==> src/include/pcc_pkg.sv <==
// Package with register map, field layout and types of the cycle counter.
//
// Summary of operation
// - Unhalted count advances when the selected thread is running or i_halt_pending_sel is high.
// - Non-sleep count advances while the package is awake; not per thread.
// - Time-stamp count runs while bus clock runs and sleep pin is low.
// - Time-stamp count stops in deep sleep and resumes on leaving it.
// - Counters power down only when every thread is halted.
// - Performance counters flag overflow so sampling interrupts are possible.
// - Compare 1, threshold 15, complement 1 gives a count every cycle.
// - Every-cycle mode ignores thread and privilege qualifiers.
// - A counter whose selector names no event stays disabled.
// - A counter counts only with its enable bit set; else it holds.
// - Unhalted count may include cycles of the halt transition.
// - Non-sleep count runs while any thread is awake.
// - The package enters power saving only when all threads halt.
// - Reference-cycle event counts fixed-rate ticks while not halted.
// - Time-stamp count keeps a fixed rate across frequency changes.
// - Reference and third fixed counter step at the time-stamp rate.
// - Fixed rate is bus frequency code times maximum resolved ratio.
// - Interrupt controller timer is unaffected by frequency changes.
// - Bus frequency code reads from bits 2:0 at address 0CD.
// - Ratio comes from identity bits 12:8, or status 44:40 if extended.
// - Status bit 31 shows extended operation and ignores writes.
// - Threshold sits in bits 23:20, used only with compare set.
package pcc_pkg;
    localparam int          PCC_AW          = 8;
    localparam int          PCC_DW          = 64;
    localparam int          PCC_NTHR        = 2;
    localparam int          PCC_NPMC        = 2;
    // Register addresses.
    localparam logic [7:0]  PCC_A_BUSFREQ   = 8'hCD;
    localparam logic [7:0]  PCC_A_PLATID    = 8'h17;
    localparam logic [7:0]  PCC_A_PERFSTAT  = 8'h98;
    localparam logic [7:0]  PCC_A_TSC       = 8'h10;
    localparam logic [7:0]  PCC_A_MPERF     = 8'hE7;
    localparam logic [7:0]  PCC_A_FIX2      = 8'hE8;
    localparam logic [7:0]  PCC_A_APICT     = 8'hE9;
    localparam logic [7:0]  PCC_A_STAT      = 8'hEA;
    localparam logic [7:0]  PCC_A_CTR0      = 8'hC0;
    localparam logic [7:0]  PCC_A_CFG0      = 8'hD0;
    localparam logic [7:0]  PCC_A_SEL0      = 8'hD8;
    // Field positions.
    localparam int          PCC_F_EN        = 12;
    localparam int          PCC_F_CMP       = 18;
    localparam int          PCC_F_CPL       = 19;
    localparam int          PCC_F_THR_LO    = 20;
    localparam int          PCC_F_THR_HI    = 23;
    localparam int          PCC_F_OVF       = 31;
    localparam int          PCC_F_XE        = 31;
    localparam int          PCC_F_XR_LO     = 40;
    localparam int          PCC_F_XR_HI     = 44;
    localparam int          PCC_F_BR_LO     = 8;
    localparam int          PCC_F_BR_HI     = 12;
    localparam int          PCC_F_BF_HI     = 2;
    localparam int          PCC_S_EV_LO     = 25;
    localparam int          PCC_S_EV_HI     = 30;
    localparam int          PCC_S_MASK_LO   = 9;
    localparam int          PCC_S_T0U       = 2;
    localparam int          PCC_S_T0S       = 3;
    localparam int          PCC_S_T1U       = 0;
    localparam int          PCC_S_T1S       = 1;
    localparam logic [5:0]  PCC_EV_NONE     = 6'h00;
    localparam logic [5:0]  PCC_EV_POWER    = 6'h13;
    localparam int          PCC_MASK_RUN    = 0;
    localparam logic [3:0]  PCC_THR_ALL     = 4'hF;
    localparam logic [7:0]  PCC_RATE_W      = 8'h08;

    typedef struct packed {
        logic [PCC_AW-1:0] addr;
        logic [PCC_DW-1:0] wdata;
        logic              wr;
        logic              rd;
    } pcc_req_t;

    typedef struct packed {
        logic [PCC_NTHR-1:0] halted;
        logic [PCC_NTHR-1:0] user;
    } pcc_thr_t;
endpackage

==> src/design/pcc_top.sv <==
// Cycle counting block: time-stamp, reference, unhalted and non-sleep counts.
`timescale 1ns/100ps
module pcc_top
    import pcc_pkg::*;
#(
    parameter logic [2:0] BUS_CODE   = 3'h1,
    parameter logic [4:0] BASE_RATIO = 5'h0A,
    parameter logic [4:0] XE_RATIO   = 5'h0C
) (
    // Clock and reset.
    input  wire logic              i_clk,
    input  wire logic              i_rst_n,
    // Register port.
    input  wire pcc_req_t          i_req,
    output logic [PCC_DW-1:0]      o_rdata,
    // Processor state.
    input  wire pcc_thr_t          i_thr,
    input  wire logic              i_bus_clk_run,
    input  wire logic              i_sleep,
    input  wire logic              i_deep_sleep,
    input  wire logic              i_fixed_tick,
    input  wire logic              i_xe_enable,
    input  wire logic              i_halt_pending_sel,
    // Status.
    output logic [PCC_NPMC-1:0]    o_pmc_ovf,
    output logic                   o_pkg_power_save,
    output logic                   o_pmc_powered
);
    localparam int CW = PCC_DW;

    logic [CW-1:0]       tsc_r;
    logic [CW-1:0]       mperf_r;
    logic [CW-1:0]       fix2_r;
    logic [CW-1:0]       apict_r;
    logic [CW-1:0]       ctr_r  [PCC_NPMC];
    logic [CW-1:0]       cfg_r  [PCC_NPMC];
    logic [CW-1:0]       sel_r  [PCC_NPMC];
    logic [PCC_NPMC-1:0] ovf_r;
    logic [PCC_NPMC-1:0] inc;
    logic                all_halt;
    logic                any_run;
    logic                tsc_run;
    logic                rate_tick;
    logic [4:0]          ratio;

    // A thread counts as running only while not halted; power saving
    // requires every thread halted, so any runner keeps the package up.
    assign all_halt  = &i_thr.halted;
    assign any_run   = ~all_halt & ~i_sleep;
    assign tsc_run   = i_bus_clk_run & ~i_sleep & ~i_deep_sleep;
    assign ratio     = i_xe_enable ? XE_RATIO : BASE_RATIO;

    // The fixed tick already arrives at bus code times resolved ratio, so
    // the core frequency never enters the count; no local divider is kept.
    assign rate_tick = i_fixed_tick;

    function automatic logic thread_qual(input logic [CW-1:0] sel,
                                         input pcc_thr_t thr);
        logic q;
        q = 1'b0;
        if (!thr.halted[0])
            q = thr.user[0] ? sel[PCC_S_T0U] : sel[PCC_S_T0S];
        if (!thr.halted[1])
            q = q | (thr.user[1] ? sel[PCC_S_T1U] : sel[PCC_S_T1S]);
        return q;
    endfunction

    function automatic logic every_cycle(input logic [CW-1:0] cfg);
        return cfg[PCC_F_CMP] && cfg[PCC_F_CPL] &&
               cfg[PCC_F_THR_HI:PCC_F_THR_LO] == PCC_THR_ALL;
    endfunction

    genvar g;
    generate
        for (g = 0; g < PCC_NPMC; g++) begin : g_pmc
            logic has_ev;
            logic run_ev;
            assign has_ev = sel_r[g][PCC_S_EV_HI:PCC_S_EV_LO] != PCC_EV_NONE;
            assign run_ev = sel_r[g][PCC_S_EV_HI:PCC_S_EV_LO] == PCC_EV_POWER
                         && sel_r[g][PCC_S_MASK_LO + PCC_MASK_RUN];
            // Every-cycle mode skips qualifiers but still needs power.
            assign inc[g] = cfg_r[g][PCC_F_EN] && has_ev &&
                            (every_cycle(cfg_r[g]) ? any_run
                           : run_ev && (thread_qual(sel_r[g], i_thr) ||
                                        i_halt_pending_sel));

            always_ff @(posedge i_clk) begin
                if (!i_rst_n) begin
                    ctr_r[g] <= '0;
                    ovf_r[g] <= 1'b0;
                end else begin
                    if (i_req.wr && i_req.addr == PCC_A_CTR0 + 8'(g))
                        ctr_r[g] <= i_req.wdata;
                    else if (inc[g])
                        ctr_r[g] <= ctr_r[g] + 1'b1;
                    // Overflow sets on the wrap and wins over a clear.
                    if (inc[g] && &ctr_r[g])
                        ovf_r[g] <= 1'b1;
                    else if (i_req.wr && i_req.addr == PCC_A_CFG0 + 8'(g)
                             && !i_req.wdata[PCC_F_OVF])
                        ovf_r[g] <= 1'b0;
                end
            end

            always_ff @(posedge i_clk) begin
                if (!i_rst_n) begin
                    cfg_r[g] <= '0;
                    sel_r[g] <= '0;
                end else begin
                    if (i_req.wr && i_req.addr == PCC_A_CFG0 + 8'(g))
                        cfg_r[g] <= i_req.wdata;
                    if (i_req.wr && i_req.addr == PCC_A_SEL0 + 8'(g))
                        sel_r[g] <= i_req.wdata;
                end
            end
        end
    endgenerate

    // Time-stamp and fixed-rate counters.
    always_ff @(posedge i_clk) begin
        if (!i_rst_n) begin
            tsc_r   <= '0;
            mperf_r <= '0;
            fix2_r  <= '0;
        end else begin
            if (i_req.wr && i_req.addr == PCC_A_TSC)
                tsc_r <= i_req.wdata;
            else if (tsc_run && rate_tick)
                tsc_r <= tsc_r + 1'b1;
            if (rate_tick && !all_halt) begin
                mperf_r <= mperf_r + 1'b1;
                fix2_r  <= fix2_r + 1'b1;
            end
        end
    end

    // Timer of the interrupt controller runs off the bus clock only.
    always_ff @(posedge i_clk) begin
        if (!i_rst_n)
            apict_r <= '0;
        else if (i_bus_clk_run)
            apict_r <= apict_r + 1'b1;
    end

    always_ff @(posedge i_clk) begin
        if (!i_rst_n) begin
            o_pkg_power_save <= 1'b0;
            o_pmc_powered    <= 1'b1;
            o_pmc_ovf        <= '0;
        end else begin
            o_pkg_power_save <= all_halt;
            o_pmc_powered    <= ~all_halt;
            o_pmc_ovf        <= ovf_r;
        end
    end

    // Read data for the address of the strobe, one cycle later.
    always_ff @(posedge i_clk) begin
        if (!i_rst_n) begin
            o_rdata <= '0;
        end else if (i_req.rd) begin
            o_rdata <= '0;
            unique case (i_req.addr)
                PCC_A_BUSFREQ:
                    o_rdata[PCC_F_BF_HI:0] <= BUS_CODE;
                PCC_A_PLATID:
                    o_rdata[PCC_F_BR_HI:PCC_F_BR_LO] <= BASE_RATIO;
                PCC_A_PERFSTAT: begin
                    o_rdata[PCC_F_XR_HI:PCC_F_XR_LO] <= XE_RATIO;
                    o_rdata[PCC_F_XE] <= i_xe_enable;
                end
                PCC_A_TSC:      o_rdata <= tsc_r;
                PCC_A_MPERF:    o_rdata <= mperf_r;
                PCC_A_FIX2:     o_rdata <= fix2_r;
                PCC_A_APICT:    o_rdata <= apict_r;
                PCC_A_STAT:     o_rdata <= {{(CW-PCC_NPMC-5){1'b0}}, ratio,
                                            ovf_r};
                PCC_A_CTR0:     o_rdata <= ctr_r[0];
                PCC_A_CTR0 + 8'h01: o_rdata <= ctr_r[1];
                PCC_A_CFG0:     o_rdata <= {cfg_r[0][CW-1:PCC_F_OVF+1],
                                            ovf_r[0],
                                            cfg_r[0][PCC_F_OVF-1:0]};
                PCC_A_CFG0 + 8'h01: o_rdata <= {cfg_r[1][CW-1:PCC_F_OVF+1],
                                            ovf_r[1],
                                            cfg_r[1][PCC_F_OVF-1:0]};
                PCC_A_SEL0:     o_rdata <= sel_r[0];
                PCC_A_SEL0 + 8'h01: o_rdata <= sel_r[1];
                default:        o_rdata <= '0;
            endcase
        end
    end

    // Guards.
    every_cnt_a: assert property (@(posedge i_clk) disable iff (!i_rst_n)
        (cfg_r[0][PCC_F_EN] && every_cycle(cfg_r[0]) &&
         sel_r[0][PCC_S_EV_HI:PCC_S_EV_LO] != PCC_EV_NONE && any_run &&
         !(i_req.wr && i_req.addr == PCC_A_CTR0))
        |=> ctr_r[0] == $past(ctr_r[0]) + 1'b1)
        else $error("every-cycle counter did not step");
    hold_off_a: assert property (@(posedge i_clk) disable iff (!i_rst_n)
        (!cfg_r[0][PCC_F_EN] && !(i_req.wr && i_req.addr == PCC_A_CTR0))
        |=> $stable(ctr_r[0]))
        else $error("disabled counter moved");
    no_event_a: assert property (@(posedge i_clk) disable iff (!i_rst_n)
        sel_r[1][PCC_S_EV_HI:PCC_S_EV_LO] == PCC_EV_NONE |-> !inc[1])
        else $error("counter with no event stepped");
    tsc_stop_a: assert property (@(posedge i_clk) disable iff (!i_rst_n)
        ((i_sleep || i_deep_sleep || !i_bus_clk_run) &&
         !(i_req.wr && i_req.addr == PCC_A_TSC)) |=> $stable(tsc_r))
        else $error("time-stamp moved while asleep");
    powered_a: assert property (@(posedge i_clk) disable iff (!i_rst_n)
        !all_halt |=> o_pmc_powered && !o_pkg_power_save)
        else $error("counters powered down with a thread running");
    ovf_wrap_a: assert property (@(posedge i_clk) disable iff (!i_rst_n)
        (inc[0] && &ctr_r[0] && !(i_req.wr && i_req.addr == PCC_A_CTR0))
        |=> ctr_r[0] == '0 && ovf_r[0] ##1 o_pmc_ovf[0])
        else $error("wrap did not flag overflow");
    xe_bit_a: assert property (@(posedge i_clk) disable iff (!i_rst_n)
        (i_req.rd && i_req.addr == PCC_A_PERFSTAT)
        |=> o_rdata[PCC_F_XE] == $past(i_xe_enable))
        else $error("extended bit misreported");
    busfreq_a: assert property (@(posedge i_clk) disable iff (!i_rst_n)
        (i_req.rd && i_req.addr == PCC_A_BUSFREQ)
        |=> o_rdata[PCC_F_BF_HI:0] == BUS_CODE)
        else $error("bus frequency code wrong");
    ref_halt_a: assert property (@(posedge i_clk) disable iff (!i_rst_n)
        all_halt |=> $stable(mperf_r))
        else $error("reference count moved while halted");
endmodule

==> config.mk <==
export PLATFORM = sky130hd
export DESIGN_NAME = pcc_top
export DESIGN_NICKNAME = d
export VERILOG_FILES = /design/src/include/pcc_pkg.sv /design/src/design/pcc_top.sv
export SDC_FILE = /design/constraint.sdc
export NUM_CORES = 2
export LEC_CHECK = 0
export BUFFER_PORTS_ARGS = -buffer_cell sky130_fd_sc_hd__buf_2
export CORE_MARGIN = 2
export CORE_UTILIZATION = 30
export CTS_CLUSTER_DIAMETER = 50
export DETAILED_ROUTE_END_ITERATION = 7
export PLACE_DENSITY_LB_ADDON = 0.2
export SETUP_SLACK_MARGIN = 0.3
export SYNTH_ARGS = -nofsm -noshare
export SYNTH_HDL_FRONTEND = slang
export SYNTH_SLANG_ARGS = --single-unit
==> constraint.sdc <==
create_clock -name i_clk -period 9.18 [get_ports i_clk]
set_clock_uncertainty 0.2 [all_clocks]
set_input_delay 1.377 -clock i_clk [delete_from_list [all_inputs] [get_ports i_clk]]
set_output_delay 1.377 -clock i_clk [all_outputs]
set_load 0.1 [all_outputs]
# Yosys cells after proc, flatten, opt, wreduce, memory -nomap -nowiden
# Memories as Yosys holds them, arrays and structs flattened.
# Index checks and enable logic that the tools add are counted.
[word_totals]
regBits = 326
mem_bits_rw = 384
inputBits = 86
output_inout_bits = 68
elab_cells = 150
memories = 3
[op_classes]
addsub = 6
n_eq_ne = 18
n_mux = 60
bitwise = 16
reduce_logical = 37
[mem_list]
columns = ["memory", "depth", "width", "read_ports", "rd_clocked_by_memory_dff", "wr", "line_no", "text"]
rows = [
  ["cfg_r", 2, 64, 2, 0, 2, "pcc_top.sv:36", "logic [CW-1:0] cfg_r [PCC_NPMC];"],
  ["ctr_r", 2, 64, 2, 0, 2, "pcc_top.sv:35", "logic [CW-1:0] ctr_r [PCC_NPMC];"],
  ["sel_r", 2, 64, 2, 0, 2, "pcc_top.sv:37", "logic [CW-1:0] sel_r [PCC_NPMC];"],
]
[ops]
columns = ["cell", "count"]
rows = [
  ["$mux 64", 10],
  ["$add 64x1->64 const B", 6],
  ["$pmux 19 s10", 1],
  ["$pmux 18 s10", 1],
  ["$pmux 5 s11", 3],
  ["$reduce_and 64->1", 2],
  ["$eq 8x8->1 const B", 12],
  ["$pmux 8 s10", 1],
  ["$mux 1", 41],
  ["$pmux 3 s12", 1],
  ["$logic_and 1x1->1", 25],
  ["$eq 8x5->1 const B", 2],
  ["$eq 6x5->1 const B", 2],
  ["$reduce_bool 6->1", 2],
  ["$pmux 1 s11", 1],
  ["$or 1x1->1", 10],
  ["$eq 4x4->1 const B", 2],
  ["$reduce_bool 2->1", 3],
  ["$and 1x1->1", 3],
  ["$mux 3", 1],
  ["$not 1->1", 3],
  ["$logic_not 1->1", 2],
  ["$logic_or 1x1->1", 2],
  ["$reduce_and 2->1", 1],
]

# Logic depth before layout (Yosys ltp)
# An unclocked memory read counts as a cell.
[logic_depth]
ltp_word = 14
ltp_mapped = 11
depth_no_buf = 7

# Worst setup path after synthesis
# Ideal clock, no wire load.
[synth_path]
path_type = "input-to-reg"
from = "input i_req[73] in the netlist's numbering"
to = "memory sel_r[0][0] in the netlist's numbering (enable)"
setup_time_ps = 574
arrival_ps = 6964
t_required_ps = 8406
setup_slack_ps = 1441
path_stages = 6
n_path_buf = 3
path_cell_list = "clkbuf_1 and4b_1 clkbuf_1 clkbuf_1 nand2_1 o21ai_0"
[synth_lines]
columns = ["element", "line_no", "text"]
rows = [
  ["start, declared", "pcc_top.sv:14", "input wire pcc_req_t i_req,"],
  ["end, declared", "pcc_top.sv:37", ""],
]

==> summary.md <==
| Metric | Value |
|---|---|
| Initial antenna violation count | 13 |
| Reg power frac | 44.7% |
| Post-Syn Instances | 3,757 |
| Post-Synth XOR/XNOR Area | 7.78% |
| Fraction of power consumed by combinational cells | 5.1% |
| H-Tree Depth | 3 |
| Period utilization | 55.0% |
| Reg2Reg Setup Slack | 5.41 ns |
| Clk_lat worst skew | 0.68 ns |
| Input/output buffers | 153 |
| Crit. End Element | register |
| Vias in the first global route | 28,567 |
| Worst endpoint required time | 9.33 ns |
| Hold EP | o_rdata[12]$_SDFFE_PN0P_ |
| R2R Path Start | ctr_r[1][0]$_SDFFCE_PN0P_ |
| Post-synth EDFFs | 382 |
| Syn Area/Cell | 9.85 um^2 |
| Root buffer cell | clkbuf_16 |
| Worst hold start | o_rdata[12]$_SDFFE_PN0P_ |
| Reg clk slew, reported paths | 0.06 ns |
| Yosys top cell by area | edfxtp_1 |
| Most frequent cells in the layout | edfxtp_1, nor2_1, dfxtp_1, and2_1, nand2_1 |
| ANT nets after route | 0 |
| Crit path kind | in2reg |
| Postcts setup bufs | 0 |
| Max-Cap Viols | 0 |
| Hold slack | 0.247 ns |
| Leakage Power | 14.0 nW |
| Switching Fraction | 24.4% |
| Hold WC Path Type | reg2reg |
| Setup ws final | 4.13 ns |
| Core box area | 122,000 um^2 |
| Crit-path max FO | 63 |
| Most common cell after layout, fill and taps aside | edfxtp_1 |
| Layout cells sized above 1 | 12.7% |
| PwrDens | 182 nW/um^2 |
| Fin area | 42,800 um^2 |
| Mapped Area | 37,000 um^2 |
| CP startpoint kind | input pin |
| Top_reg_cell synth | edfxtp_1 |
| # IOs | 154 |
| Async SR Flop Fraction | 0% |
| DR pass1 iterations | 7 |
| Final wirelength | 150,000 um |
| Area Growth Syn to Fin | 15.7% |
| Area share of the largest cell type after synthesis | 31.0% |
| Initial core utilization | 30.3% |
| Largest family of logic cells by synthesized area | simple AND/OR/NAND/NOR gates |
| Compound-Gate Fraction of Synth Area | 13.4% |
| Internal power | 0.00590 W |
| Gr ovfl total | 0 |
| Final Hold Viols | 0 |
| Num CTS Buffers | 98 |
| FF-to-FF path depth | 7 |
| Post-synthesis mux area share | 3.86% |
| Routability-driven placement congestion ratio | 0.927 |
| Drt wl/cell | 27.1 um |
| Largest net degree at the start of global routing | 105 |
| Rows | 128 |
| DP Worst Slack | 3.55 ns |
| Max Slew Vio Count | 0 |
| CTS tree | done |
| Worst IR Drop VDD | 116 uV |
| Post-cts repair resize count | 0 |
| Sequential share of the synthesized area | 48.6% |
| Yosys warns | 0 |
| Synth top area cells | edfxtp_1, dfxtp_1, and2_1, xor2_1, xnor2_1 |
| Status | complete, no violations |
| Slew headroom | 10.7% |
| Worst-Margin Slew | 1.33 ns |
| Util after Layout | 35.1% |
| Via count | 30,990 |
| GRT Util Overall | 23.2% |
| RSZ-0062 raised after global routing | no |
| Clock network power share | 50.2% |
| Die footprint | 126,000 um^2 |
| DRC Markers | 0 |
| Post-synthesis simple-gate area fraction | 22.9% |
| Cts hold-fix bufs | 0 |
| Tmin final | 5.05 ns |
| Fin Setup TNS | 0 ns |
| NetSw | 0.00190 W |
| DRT iter0 DRCs | 3,842 |
| Final setup violation count | 0 |
| Net Count, Synth | 3,849 |
| Flop and latch count out of synthesis | 708 |
| RR Endpoint | ctr_r[1][62]$_SDFFCE_PN0P_ |
| Detailed placement HPWL | 107,000 um |
| First-pass GRT wire length | 213,000 um |
| Placed inst area | 39,500 um^2 |
| Clock tree buffer depth | 3 |
| Die Width | 355 um |
| Via density | 5.59 |
| Nets | 3,919 |
| Clk sinks | 708 |
| Fmax | 198 MHz |
| Crit path DAT | 5.21 ns |
| Synth unique cells | 87 |
| Die height | 355 um |
| Hold Path Depth | 2 |
| Post-synthesis adder-cell area fraction | 0.203% |
[metrics by stage]
step / std cells / total power (W)
after floorplan: 3757 / 0.00372
after CTS: 5535 / 0.00786
after global routing: 5535 / 0.00802
after detailed placement: 5352 / 0.00394
final: 5539 / 0.00780
after global placement: 5352 / 0.00394
[final cells by class]
| type | count | area [um^2] |
|---|---|---|
| inverters | 48 | 188 |
| multi-input cells | 2754 | 18000 |
| clock inverters | 57 | 629 |
| fillers | 12391 | 79200 |
| repair buffers | 217 | 1250 |
| well taps | 1625 | 2030 |
| diodes | 4 | 10.0 |
| clock buffers | 126 | 2710 |
| flip-flops and latches | 708 | 18000 |
[logic make-up (layout without fill, tap and decap cells)]
logic type,Yosys count,after routing
multiplexers,119,119
flip-flops,708,708
adder cells (fa/ha/maj),6,6
XOR/XNOR,329,329
AO/OA/AOI/OAI,735,735
buffers and inverters,295,448
AND/OR/NAND/NOR,1565,1565
other,0,4
[worst max-delay path by stage]
stage                   start                         to  cells past startpoint
finish              i_req[66]     ctr_r[0][53]$_DFFE_PP_                      7
global route        i_req[66]     ctr_r[0][36]$_DFFE_PP_                      7
CTS                 i_req[66]     ctr_r[0][53]$_DFFE_PP_                      7
detailed placement  i_req[66]     ctr_r[0][36]$_DFFE_PP_                      7
global placement    i_req[66]     ctr_r[0][49]$_DFFE_PP_                      7
floorplan           i_req[73]  sel_r[0][0]$_SDFFCE_PN0P_                      6
[worst max-delay path: stages]
cell and delay, ns:
buf_4 0.30, nor2_1 0.75, nand2_1 0.70, nor3_1 0.48, a21oi_1 0.25, nand2_2 0.97
o21ai_0 0.26
[cells in the mapped netlist, types with 6 or more instances]
master	instances
edfxtp_1	382
nor2_1	356
dfxtp_1	326
and2_1	285
nand2_1	268
o21ai_0	174
clkbuf_1	172
xor2_1	172
nand3_1	158
xnor2_1	157
nand4_1	135
a22oi_1	127
a21oi_1	105
mux2i_1	90
nor3_1	72
a211oi_1	70
and3_1	61
buf_2	55
or3_1	50
inv_1	45
a221oi_1	43
o22ai_1	39
and4_1	35
nor4_1	28
a22o_1	27
o21ai_1	23
o211ai_1	22
nor4_2	19
a2bb2oi_1	18
mux4_2	18
a32o_1	16
buf_1	14
nor2b_1	12
nor3_2	12
mux2_2	11
o221ai_1	11
or4_1	11
nand2b_1	10
o31ai_1	10
a221o_1	9
a222oi_1	9
ha_1	6
o21a_1	6
[sequential cells by signal (all words and copies together), names as in the netlist]
| register | cells |
|---|---|
| mperf_r | 64 |
| apict_r | 64 |
| sel_r | 128 |
| o_pmc_ovf | 2 |
| o_pmc_powered | 1 |
| ovf_r | 2 |
| o_pkg_power_save | 1 |
| cfg_r | 126 |
| fix2_r | 64 |
| tsc_r | 64 |
| ctr_r | 128 |
| o_rdata | 64 |
[per-layer routing]
| layer | vias to the layer above | wire, um | global-route usage [%] |
|---|---|---|---|
| met5 | - | 39 | 0 |
| met4 | 6 | 4420 | 7.20 |
| li1 | 14038 | - | - |
| met1 | 15368 | 69000 | 34.1 |
| met3 | 213 | 12800 | 4.41 |
| met2 | 1365 | 64000 | 34.0 |
[power by group through the flow]
stage | Clock, W | Combinational [W] | Sequential [W]
6_report | 0.00391 | 0.000398 | 0.00348
5_1_grt | 0.00411 | 0.000415 | 0.00349
4_1_cts | 0.00398 | 0.000396 | 0.00348
3_5_place_dp | 0 | 0.000394 | 0.00355
3_3_place_gp | 0 | 0.000393 | 0.00355
2_1_floorplan | 0 | 0.000187 | 0.00353
(Power assumes the default switching activity.)
